File: src/aig_pkg.sv
// Constants for the amplifier, input selector and result register block
// Functional notes
// - Gain field bits 7:5: codes 0 to 4 give gain 1,2,4,8,16; rest reserved.
// - Bias field bits 4:3: codes 0 to 3 give 100,75,50,25 percent bias current.
// - Amplifier sample length bits 2:1: 6, 15, 20 converter clocks; code 3 reserved.
// - Amplifier enable bit 0 powers amplifier only while routing selects the amplifier or the low-latency bit is set.
// - Enable plus low-latency bit keeps the amplifier powered whatever the routing.
// - Routing field bits 7:6: 0 direct, 1 through amplifier, others reserved.
// - One shared routing copy; writing it via either selector updates both readbacks.
// - Positive selector: ground, pins 1-15, ground, supply/10, temperature, reference.
// - Negative selector: ground, pins 1-7, ground, supply/10, reference; temperature reserved.
// - Result is four read-only byte registers, byte n at base plus n, reset zero.
// - Start code 2 starts on positive selector write, code 3 on negative write.
// - With amplifier path, input sampling lasts sample length plus one converter clocks.
package aig_pkg;
  // ----------------------------------------------------------------
  // Register indices (byte address is four times the index)
  // ----------------------------------------------------------------
  localparam int unsigned IDX_W = 6;
  localparam logic [5:0] IDX_AUX = 6'h00;
  localparam logic [5:0] IDX_SLEN = 6'h08;
  localparam logic [5:0] IDX_CMD = 6'h0A;
  localparam logic [5:0] IDX_AMP = 6'h0B;
  localparam logic [5:0] IDX_POS = 6'h0C;
  localparam logic [5:0] IDX_NEG = 6'h0D;
  localparam logic [5:0] IDX_STAT = 6'h0E;
  localparam logic [5:0] IDX_RES0 = 6'h10;
  localparam logic [5:0] IDX_RES1 = 6'h11;
  localparam logic [5:0] IDX_RES2 = 6'h12;
  localparam logic [5:0] IDX_RES3 = 6'h13;
  // ----------------------------------------------------------------
  // Reset values
  // ----------------------------------------------------------------
  localparam logic [7:0] AMP_RST = 8'h04;
  localparam logic [5:0] SEL_RST = 6'h00;
  localparam logic [1:0] VIA_RST = 2'h0;
  localparam logic [7:0] SLEN_RST = 8'h00;
  localparam logic [2:0] START_RST = 3'h0;
  localparam logic [31:0] RES_RST = 32'h0000_0000;
  // ----------------------------------------------------------------
  // Field positions
  // ----------------------------------------------------------------
  localparam int unsigned GAIN_LSB = 5;
  localparam int unsigned BIAS_LSB = 3;
  localparam int unsigned ASL_LSB = 1;
  localparam int unsigned AMP_ON_BIT = 0;
  localparam int unsigned VIA_LSB = 6;
  localparam int unsigned SEL_LSB = 0;
  localparam int unsigned SELECT_A_BIT = 7;
  localparam int unsigned START_LSB = 0;
  localparam int unsigned LLAT_BIT = 0;
  localparam int unsigned STAT_POWER_BIT = 0;
  localparam int unsigned STAT_BUSY_BIT = 1;
  // ----------------------------------------------------------------
  // Codes and decoded values
  // ----------------------------------------------------------------
  localparam logic [1:0] VIA_DIRECT = 2'h0;
  localparam logic [1:0] VIA_AMP = 2'h1;
  localparam logic [2:0] START_POS = 3'h2;
  localparam logic [2:0] START_NEG = 3'h3;
  localparam logic [2:0] GAIN_MAX = 3'h4;
  localparam logic [5:0] SEL_GND0 = 6'h00;
  localparam logic [5:0] POS_PIN_MAX = 6'h0F;
  localparam logic [5:0] NEG_PIN_MAX = 6'h07;
  localparam logic [5:0] SEL_GND = 6'h30;
  localparam logic [5:0] SEL_VDIV = 6'h31;
  localparam logic [5:0] SEL_TEMP = 6'h32;
  localparam logic [5:0] SEL_DREF = 6'h33;
  localparam logic [4:0] ASL_CYC0 = 5'h06;
  localparam logic [4:0] ASL_CYC1 = 5'h0F;
  localparam logic [4:0] ASL_CYC2 = 5'h14;
  localparam logic [6:0] BIAS_PCT0 = 7'h64;
  localparam logic [6:0] BIAS_PCT1 = 7'h4B;
  localparam logic [6:0] BIAS_PCT2 = 7'h32;
  localparam logic [6:0] BIAS_PCT3 = 7'h19;
endpackage

File: src/aig_regs.sv
// Amplifier control, input selectors and result registers on classic Wishbone
`timescale 1ns/10ps
`default_nettype none
module aig_regs (
  input wire logic clk_i,
  input wire logic rst_i,
  input wire logic cyc_i,
  input wire logic stb_i,
  input wire logic we_i,
  input wire logic [7:0] adr_i,
  input wire logic [3:0] sel_i,
  input wire logic [31:0] dat_i,
  output logic [31:0] dat_o,
  output logic ack_o,
  input wire logic [31:0] result_i,
  input wire logic result_valid_i,
  output logic [2:0] gain_code_o,
  output logic [4:0] gain_factor_o,
  output logic [1:0] bias_code_o,
  output logic [6:0] bias_pct_o,
  output logic [4:0] amp_sample_cycles_o,
  output logic amp_power_o,
  output logic route_amp_o,
  output logic [5:0] pos_sel_o,
  output logic pos_sel_valid_o,
  output logic [5:0] neg_sel_o,
  output logic neg_sel_valid_o,
  output logic select_a_o,
  output logic [8:0] input_sample_cycles_o,
  output logic conv_start_o,
  output logic [aig_pkg::IDX_W-1:0] last_index_o
);
  import aig_pkg::*;

  // ----------------------------------------------------------------
  // Register state
  // ----------------------------------------------------------------
  logic ack;
  logic [31:0] rdata;
  logic [2:0] gain;
  logic [1:0] bias;
  logic [1:0] amp_sample_len;
  logic amp_on;
  logic [1:0] via;
  logic [5:0] pos_input_sel;
  logic [5:0] neg_input_sel;
  logic [7:0] input_sample_len;
  logic select_a;
  logic [2:0] start_mode;
  logic low_latency_keep;
  logic [31:0] result;
  logic busy;
  logic [IDX_W-1:0] last_index;

  logic next_ack;
  logic [31:0] next_rdata;
  logic [2:0] next_gain;
  logic [1:0] next_bias;
  logic [1:0] next_amp_sample_len;
  logic next_amp_on;
  logic [1:0] next_via;
  logic [5:0] next_pos_input_sel;
  logic [5:0] next_neg_input_sel;
  logic [7:0] next_input_sample_len;
  logic next_select_a;
  logic [2:0] next_start_mode;
  logic next_low_latency_keep;
  logic [31:0] next_result;
  logic next_busy;
  logic [IDX_W-1:0] next_last_index;

  logic req;
  logic commit;
  logic start_req;
  logic [IDX_W-1:0] idx;
  logic [7:0] wbyte;

  // ----------------------------------------------------------------
  // Bus decode and register update
  // ----------------------------------------------------------------
  always_comb begin
    req = cyc_i & stb_i;
    idx = adr_i[7:2];
    wbyte = dat_i[7:0];
    commit = req & we_i & ack & sel_i[0];
    next_ack = req & ~ack;
    next_gain = gain;
    next_bias = bias;
    next_amp_sample_len = amp_sample_len;
    next_amp_on = amp_on;
    next_via = via;
    next_pos_input_sel = pos_input_sel;
    next_neg_input_sel = neg_input_sel;
    next_input_sample_len = input_sample_len;
    next_select_a = select_a;
    next_start_mode = start_mode;
    next_low_latency_keep = low_latency_keep;
    next_last_index = last_index;
    start_req = 1'b0;
    if (commit) begin
      next_last_index = idx;
      unique case (idx)
        IDX_AUX: begin
          next_low_latency_keep = wbyte[LLAT_BIT];
        end
        IDX_SLEN: begin
          next_input_sample_len = wbyte;
        end
        IDX_CMD: begin
          next_select_a = wbyte[SELECT_A_BIT];
          next_start_mode = wbyte[START_LSB +: 3];
        end
        IDX_AMP: begin
          next_gain = wbyte[GAIN_LSB +: 3];
          next_bias = wbyte[BIAS_LSB +: 2];
          next_amp_sample_len = wbyte[ASL_LSB +: 2];
          next_amp_on = wbyte[AMP_ON_BIT];
        end
        IDX_POS: begin
          next_via = wbyte[VIA_LSB +: 2];
          next_pos_input_sel = wbyte[SEL_LSB +: 6];
          start_req = (start_mode == START_POS);
        end
        IDX_NEG: begin
          next_via = wbyte[VIA_LSB +: 2];
          next_neg_input_sel = wbyte[SEL_LSB +: 6];
          start_req = (start_mode == START_NEG);
        end
        default: begin
          next_last_index = last_index;
        end
      endcase
    end
    // Result captured from the core only; bus writes never reach it
    next_result = result_valid_i ? result_i : result;
    next_busy = start_req | (busy & ~result_valid_i);
    next_rdata = 32'h0000_0000;
    if (req & ~ack) begin
      unique case (idx)
        IDX_AUX: next_rdata[LLAT_BIT] = low_latency_keep;
        IDX_SLEN: next_rdata[7:0] = input_sample_len;
        IDX_CMD: next_rdata[7:0] = {select_a, 4'h0, start_mode};
        IDX_AMP: next_rdata[7:0] = {gain, bias, amp_sample_len, amp_on};
        IDX_POS: next_rdata[7:0] = {via, pos_input_sel};
        IDX_NEG: next_rdata[7:0] = {via, neg_input_sel};
        IDX_STAT: next_rdata[1:0] = {busy, amp_power_o};
        IDX_RES0: next_rdata[7:0] = result[7:0];
        IDX_RES1: next_rdata[7:0] = result[15:8];
        IDX_RES2: next_rdata[7:0] = result[23:16];
        IDX_RES3: next_rdata[7:0] = result[31:24];
        default: next_rdata = 32'h0000_0000;
      endcase
    end else if (ack) begin
      next_rdata = rdata;
    end
  end

  always_ff @(posedge clk_i) begin
    if (rst_i) begin
      ack <= 1'b0;
      rdata <= 32'h0000_0000;
      gain <= AMP_RST[GAIN_LSB +: 3];
      bias <= AMP_RST[BIAS_LSB +: 2];
      amp_sample_len <= AMP_RST[ASL_LSB +: 2];
      amp_on <= AMP_RST[AMP_ON_BIT];
      via <= VIA_RST;
      pos_input_sel <= SEL_RST;
      neg_input_sel <= SEL_RST;
      input_sample_len <= SLEN_RST;
      select_a <= 1'b0;
      start_mode <= START_RST;
      low_latency_keep <= 1'b0;
      result <= RES_RST;
      busy <= 1'b0;
      last_index <= IDX_AUX;
      conv_start_o <= 1'b0;
    end else begin
      ack <= next_ack;
      rdata <= next_rdata;
      gain <= next_gain;
      bias <= next_bias;
      amp_sample_len <= next_amp_sample_len;
      amp_on <= next_amp_on;
      via <= next_via;
      pos_input_sel <= next_pos_input_sel;
      neg_input_sel <= next_neg_input_sel;
      input_sample_len <= next_input_sample_len;
      select_a <= next_select_a;
      start_mode <= next_start_mode;
      low_latency_keep <= next_low_latency_keep;
      result <= next_result;
      busy <= next_busy;
      last_index <= next_last_index;
      conv_start_o <= start_req;
    end
  end

  assign ack_o = ack;
  assign dat_o = rdata;
  assign last_index_o = last_index;

  // ----------------------------------------------------------------
  // Analog side decode
  // ----------------------------------------------------------------
  logic [4:0] next_gain_factor;
  logic [6:0] next_bias_pct;
  logic [4:0] next_amp_cycles;
  logic next_amp_power;
  logic next_pos_valid;
  logic next_neg_valid;
  logic [8:0] next_input_cycles;

  always_comb begin
    next_gain_factor = (gain <= GAIN_MAX) ? 5'(5'h01 << gain) : 5'h00;
    unique case (bias)
      2'h0: next_bias_pct = BIAS_PCT0;
      2'h1: next_bias_pct = BIAS_PCT1;
      2'h2: next_bias_pct = BIAS_PCT2;
      2'h3: next_bias_pct = BIAS_PCT3;
    endcase
    unique case (amp_sample_len)
      2'h0: next_amp_cycles = ASL_CYC0;
      2'h1: next_amp_cycles = ASL_CYC1;
      2'h2: next_amp_cycles = ASL_CYC2;
      2'h3: next_amp_cycles = 5'h00;
    endcase
    next_amp_power = amp_on & ((via == VIA_AMP) | low_latency_keep);
    next_pos_valid = (pos_input_sel <= POS_PIN_MAX)
      | ((pos_input_sel >= SEL_GND) & (pos_input_sel <= SEL_DREF));
    next_neg_valid = (neg_input_sel <= NEG_PIN_MAX)
      | (neg_input_sel == SEL_GND) | (neg_input_sel == SEL_VDIV)
      | (neg_input_sel == SEL_DREF);
    if (via == VIA_AMP) begin
      next_input_cycles = {1'b0, input_sample_len} + 9'h001;
    end else begin
      next_input_cycles = {1'b0, input_sample_len};
    end
  end

  always_ff @(posedge clk_i) begin
    if (rst_i) begin
      gain_code_o <= AMP_RST[GAIN_LSB +: 3];
      gain_factor_o <= 5'h01;
      bias_code_o <= AMP_RST[BIAS_LSB +: 2];
      bias_pct_o <= BIAS_PCT0;
      amp_sample_cycles_o <= ASL_CYC0;
      amp_power_o <= 1'b0;
      route_amp_o <= 1'b0;
      pos_sel_o <= SEL_GND0;
      pos_sel_valid_o <= 1'b1;
      neg_sel_o <= SEL_GND0;
      neg_sel_valid_o <= 1'b1;
      select_a_o <= 1'b0;
      input_sample_cycles_o <= 9'h000;
    end else begin
      gain_code_o <= gain;
      gain_factor_o <= next_gain_factor;
      bias_code_o <= bias;
      bias_pct_o <= next_bias_pct;
      amp_sample_cycles_o <= next_amp_cycles;
      amp_power_o <= next_amp_power;
      route_amp_o <= (via == VIA_AMP);
      pos_sel_o <= pos_input_sel;
      pos_sel_valid_o <= next_pos_valid;
      neg_sel_o <= neg_input_sel;
      neg_sel_valid_o <= next_neg_valid;
      select_a_o <= select_a;
      input_sample_cycles_o <= next_input_cycles;
    end
  end
endmodule // aig_regs
`default_nettype wire

File: config.mk
export PLATFORM = sky130hd
export DESIGN_NAME = aig_regs
export DESIGN_NICKNAME = d
export VERILOG_FILES = /design/src/aig_pkg.sv /design/src/aig_regs.sv
export SDC_FILE = /design/constraint.sdc
export NUM_CORES = 1
export LEC_CHECK = 0
export ABC_AREA = 1
export BUFFER_PORTS_ARGS = -buffer_cell sky130_fd_sc_hd__buf_4
export CELL_PAD_IN_SITES_DETAIL_PLACEMENT = 0
export CELL_PAD_IN_SITES_GLOBAL_PLACEMENT = 1
export CORE_MARGIN = 2
export CORE_UTILIZATION = 32
export CTS_BUF_LIST = sky130_fd_sc_hd__clkbuf_4 sky130_fd_sc_hd__clkbuf_8 sky130_fd_sc_hd__clkbuf_16
export CTS_CLUSTER_SIZE = 30
export DETAILED_ROUTE_END_ITERATION = 10
export PLACE_DENSITY_LB_ADDON = 0.25
export SLEW_MARGIN = 5
export SYNTH_ARGS = -nofsm -noshare
export SYNTH_HDL_FRONTEND = slang
export SYNTH_SLANG_ARGS = --single-unit
File: constraint.sdc
create_clock -name clk_i -period 1.39 [get_ports clk_i]
set_input_delay 0.2085 -clock clk_i [delete_from_list [all_inputs] [get_ports clk_i]]
set_output_delay 0.2085 -clock clk_i [all_outputs]
set_load 0.05 [all_outputs]
# == Word level (Yosys, flattened, before mapping) ==
# Cells that the tools add are included.
# word_totals
mem_bits_ro,0
mem_bits_rw,0
regBits,132
latch_bits,0
in_bits,82
output_inout_bits,88
mem_count,0
elab_cells,106
# classes
n_lt_le_gt_ge,5
n_reduce_logical,15
n_bitwise,18
mux,11
n_mul,0
n_div,0
shifts,1
addsub,1
eq_ne,23
# ops
cell,n
one-hot mux 6 bit (9 select lines),1
== test 6 x 4 -> 1 bit (second input constant),6
one-hot mux 7 bit (4 select lines),1
== test 6 x 5 -> 1 bit (second input constant),4
2-to-1 mux 8 bit,3
one-hot mux 5 bit (4 select lines),1
== test 6 bit (second input constant),3
AND reduction 2 bit,8
one-hot mux 1 bit (11 select lines),1
one-hot mux 1 bit (10 select lines),1
adder 8 x 1 -> 9 bit (second input constant),1
bitwise AND 1 bit,8
== test 2 bit (second input constant),4
== test 2 x 1 -> 1 bit (second input constant),3
== test 3 x 2 -> 1 bit (second input constant),2
greater-or-equal comparator 6 bit (second input constant),1
less-or-equal comparator 6 x 3 -> 1 bit (second input constant),1
less-or-equal comparator 6 x 4 -> 1 bit (second input constant),1
less-or-equal comparator 6 bit (second input constant),1
logical NOT 6 bit,1
bitwise OR 1 bit,6
OR reduction 2 bit,3
OR reduction 6 bit,1
<< shifter 1 x 3 -> 5 bit (first input constant),1
other kinds (6),11

# == Logic depth before layout (Yosys ltp) ==
# logic_depth
word_depth,6
ltp_mapped,10
mapped_depth_nobuf,10

# == Worst setup path before layout ==
# OpenSTA, ideal clock, no wires.
# synth_path
path_kind,reg-to-reg
start,register ack (netlist: ack_o)
end,register neg_input_sel[2]
slack_ns,-0.269
n_path_buf,1
setup_ns,0.119
arrival_ns,1.539
stages_incl_launch_ff,7
period_less_slack_ns,1.659
required_ns,1.271
path_cell_list,dfxtp_1 -> nand4_4 -> nor2_2 -> nand2_2 -> buf_6 -> o21ai_0 -> a21oi_1
# synth_between
elab_chain_len,3
# synth_lines
item,line,source
from (decl),aig_regs.sv:38,logic ack;
from (signal assigned),aig_regs.sv:178,ack <= next_ack;
bitwise AND 1 bit (2 in series),aig_regs.sv:85,commit = req & we_i & ack & sel_i[0];
AND reduction 2 bit (no line),--,
to (signal assigned),aig_regs.sv:186,neg_input_sel <= next_neg_input_sel;
to (decl),aig_regs.sv:46,logic [5:0] neg_input_sel;
# Every way passes these cells.
# A chain may end at the register's enable or synchronous reset.

# == Worst setup path in the final report ==
# layout_path
start,register ack (netlist: ack_o)
end,output ack_o
# layout_rtl
item,line,source
to (decl),aig_regs.sv:14,"output logic ack_o,"
# No word-level cell between the ends.

==> results.json <==
{
  "wl_per_cell_microns": 13.75,
  "rsz0062_at_grt": "true",
  "drive_gt1_share_pct": 26.01,
  "maxSlewViolCount": 0,
  "synth.yosys.seq_area_share_pct": 49.31,
  "port_buffers": 116,
  "synthTopCellsByArea": "dfxtp_1 49%, nor2_1 11%, nand2_1 7.9%, o21ai_0 7.9%, a21oi_1 4.6%",
  "fin_nets": 969,
  "worstPathRequired_ps": 1180,
  "grt_pass1_wl_microns": 24300,
  "start_util_pct": 32.98,
  "ys_ff_latch": 130,
  "fill_cells": 1653,
  "hold_viol": 0,
  "crit_buf_inv": 2,
  "clk_pin_slew_worst_paths_ps": 70,
  "drt_iter0_markers": 226,
  "p_leak_uw": 0.003356,
  "grt_max_degree": 38,
  "holdWs_ps": 10.47,
  "cp_cell_sequence": "buf_4 -> buf_6",
  "criticalPathCategory": "reg -> out",
  "synth_area_leader_cell": "dfxtp_1",
  "clockRootBuffer": "clkbuf_16",
  "drt_drc_violations_left": 0,
  "routed_wl_microns": 15230,
  "syn_inst": 711,
  "async_flop_share_pct": 0,
  "yosysWarnings": 0,
  "status": "finished clean",
  "hpwl_microns": 11910,
  "grt_pass1_vias": 4775,
  "finalCritPeriodShare_pct": 95.03,
  "cp_slowest_cell": "dfxtp_4",
  "fp-row-count": 46,
  "vias": 4878,
  "cts.path.max_buffers": 2,
  "peakVddDrop_v": 0.0008165,
  "powerDensity_nw_per_um2": 1230,
  "synth_edf_count": 0,
  "syn-cell-area_sq_um": 5278,
  "grt_remaining_overflow": 0,
  "critPathCaptureType": "output port",
  "ys_types": 28,
  "fin_cells": 1108,
  "numClockSinks": 130,
  "grt_use_total_pct": 17.72,
  "place_congestion": 0.8620,
  "dr.pass1.iters": 4,
  "setup_viol": 0,
  "h-tree-depth": 4,
  "die_h_microns": 132.4,
  "finClkSkew_ps": 7.212,
  "worstSkewPairLatency_ps": 420,
  "worst_ep_arrival_time_ps": 1110,
  "slowest_delay_ps": 350,
  "hold_class": "in -> reg",
  "area_growth_pct": 38.74,
  "cts-buffers-inserted": 17,
  "synth_ff_type": "dfxtp_1",
  "cts_tree": "done",
  "cap_violations": 0,
  "avgSynthCellArea_sq_um": 7.423,
  "die_x_microns": 132.4,
  "io_pins": 170,
  "yosysTopAreaCellShare_pct": 49.31,
  "antenna_cells": 0,
  "stdcell_area_sq_um": 7322,
  "r2r_slack_ps": 100,
  "vias_per_cell": 4.403,
  "dieArea_sq_um": 17540,
  "fmax_mhz": 757.1,
  "place_inst": 1072,
  "core_area_sq_um": 16000,
  "antenna_left": 0,
  "finalCoreUtilization_pct": 45.76,
  "antenna_found_initial": 0,
  "finalCriticalPeriod_ps": 1321,
  "placed_cell_area_sq_um": 6644,
  "cp_top_family": "flip-flops",
  "worst_setup_path_start_kind": "flop",
  "path_max_fanout": 11
}
[Yosys cell counts, types with 3 or more instances]
library cell / number
nor2_2: 5
nor3_1: 3
nor2_1: 154
inv_2: 4
ha_1: 8
buf_4: 27
nand3_1: 32
nand2_2: 3
inv_1: 59
nand4_1: 7
o21ai_0: 83
clkbuf_1: 17
dfxtp_1: 130
buf_2: 4
nand2_1: 111
a21oi_1: 48
[registers in the layout (all words and copies together) (netlist names), 2 cells and up]
| name | count |
|---|---|
| start_mode | 3 |
| gain_code_o | 3 |
| input_sample_cycles_o | 9 |
| neg_sel_o | 6 |
| dat_o | 8 |
| last_index_o | 6 |
| amp_sample_cycles_o | 4 |
| neg_input_sel | 6 |
| gain | 3 |
| bias_pct_o | 6 |
| amp_sample_len | 2 |
| via | 2 |
| gain_factor_o | 5 |
| pos_input_sel | 6 |
| pos_sel_o | 6 |
| bias_code_o | 2 |
| bias | 2 |
| result | 32 |
| input_sample_len | 8 |
[worst reg2reg max path, delay by kind of cell, from the launching register on]
family                    cells  cell delay (ps)
and+or+nand+nor               6              590
DFF                           1              330
buffers and inverters         2              130
xor gates and xnor gates      1              130
[cell families after synthesis]
| kind of cell | after synthesis | synth area share, % |
|---|---|---|
| other cells | 1 | 0.07106 |
| fa+ha+maj | 8 | 1.897 |
| compound gates | 136 | 13.16 |
| xor+xnor | 1 | 0.1660 |
| simple gates | 321 | 25.13 |
| flops | 130 | 49.31 |
| buf+inv | 114 | 10.27 |
[cell type report]
type | instances | area [sq um] | share of cell area (%)
Clock buffer | 17 | 425.4 | 5.810
Clock inverter | 15 | 175.2 | 2.392
Inverter | 63 | 236.5 | 3.230
Multi-Input combinational cell | 490 | 2253 | 30.78
Sequential cell | 130 | 2609 | 35.63
Tap cell | 216 | 270.3 | 3.691
Timing Repair Buffer | 177 | 1353 | 18.47
[power by group]
group	switching (uW)	internal, uW	total, uW
logic	425	222	648
registers	33.8	3790	3830
clock network	1830	2690	4530
[stage by stage]
step                      worst slack (ps)  setup TNS, ps  total power (uW)
after floorplan                      51.21              0              4325
after global placement              -258.2          -3279              4546
after detailed placement            -301.0          -3760              4551
after CTS                            16.47              0              9110
after global routing                -22.92         -24.30              9338
final                                69.14              0              9004
[metal layers]
layer  up-vias  share of wire, %  GRT usage (%)
met5         -                 0              0
met4         0               1.6          5.854
met3        17               5.6          3.793
met2       120                46          29.07
met1      2180                47          23.23
li1       2561                 -              -
[final timing paths]
| kind | from | end | depth (start not counted) |
|---|---|---|---|
| min reg2reg | gain[0]$_SDFFE_PP0P_ | gain_factor_o[2]$_SDFF_PP0_ | 1 |
| min | result_i[10] | result[10]$_SDFFE_PP0P_ | 3 |
| max | ack_o$_SDFF_PP0_ | ack_o | 2 |
| max reg2reg | via[0]$_SDFFE_PP0P_ | input_sample_cycles_o[7]$_SDFF_PP0_ | 9 |
[timing repair]
action | CTS | global route
resized for setup | 3 | 12
cloned | 0 | 0
endpoints found under the setup margin | 4 | 12
buffers inserted | 0 | 1
hold buffers | 3 | 0
pin swaps | 0 | 4
endpoints found under the hold margin | 3 | 0
[layout by cell type, fill, tap and decap left out]
master,synthesis,final
inv_8,0,2
a21oi_1,48,48
a211oi_1,2,2
nand2_1,111,109
o21ai_0,83,81
a31o_1,1,1
clkinv_4,0,4
inv_2,4,5
clkbuf_16,0,17
nor2_1,154,151
inv_1,59,58
inv_6,0,4
o21ai_1,1,3
or2_2,1,1
ha_1,8,8
nor3_4,0,1
conb_1,1,24
o311a_1,1,1
nor3_1,3,2
bufinv_16,0,2
nand4_4,1,1
buf_4,27,172
dfxtp_1,130,127
dfxtp_2,0,2
nor2_4,2,4
clkinvlp_4,0,3
nor2_2,5,6
nor4_1,2,2
nand3_1,32,32
nand4_1,7,7
buf_12,0,1
dlygate4sd3_1,0,3
nand2_2,3,5
xor2_1,1,1
buf_6,1,1
dfxtp_4,0,1
Power figures use the tool's default switching activity.
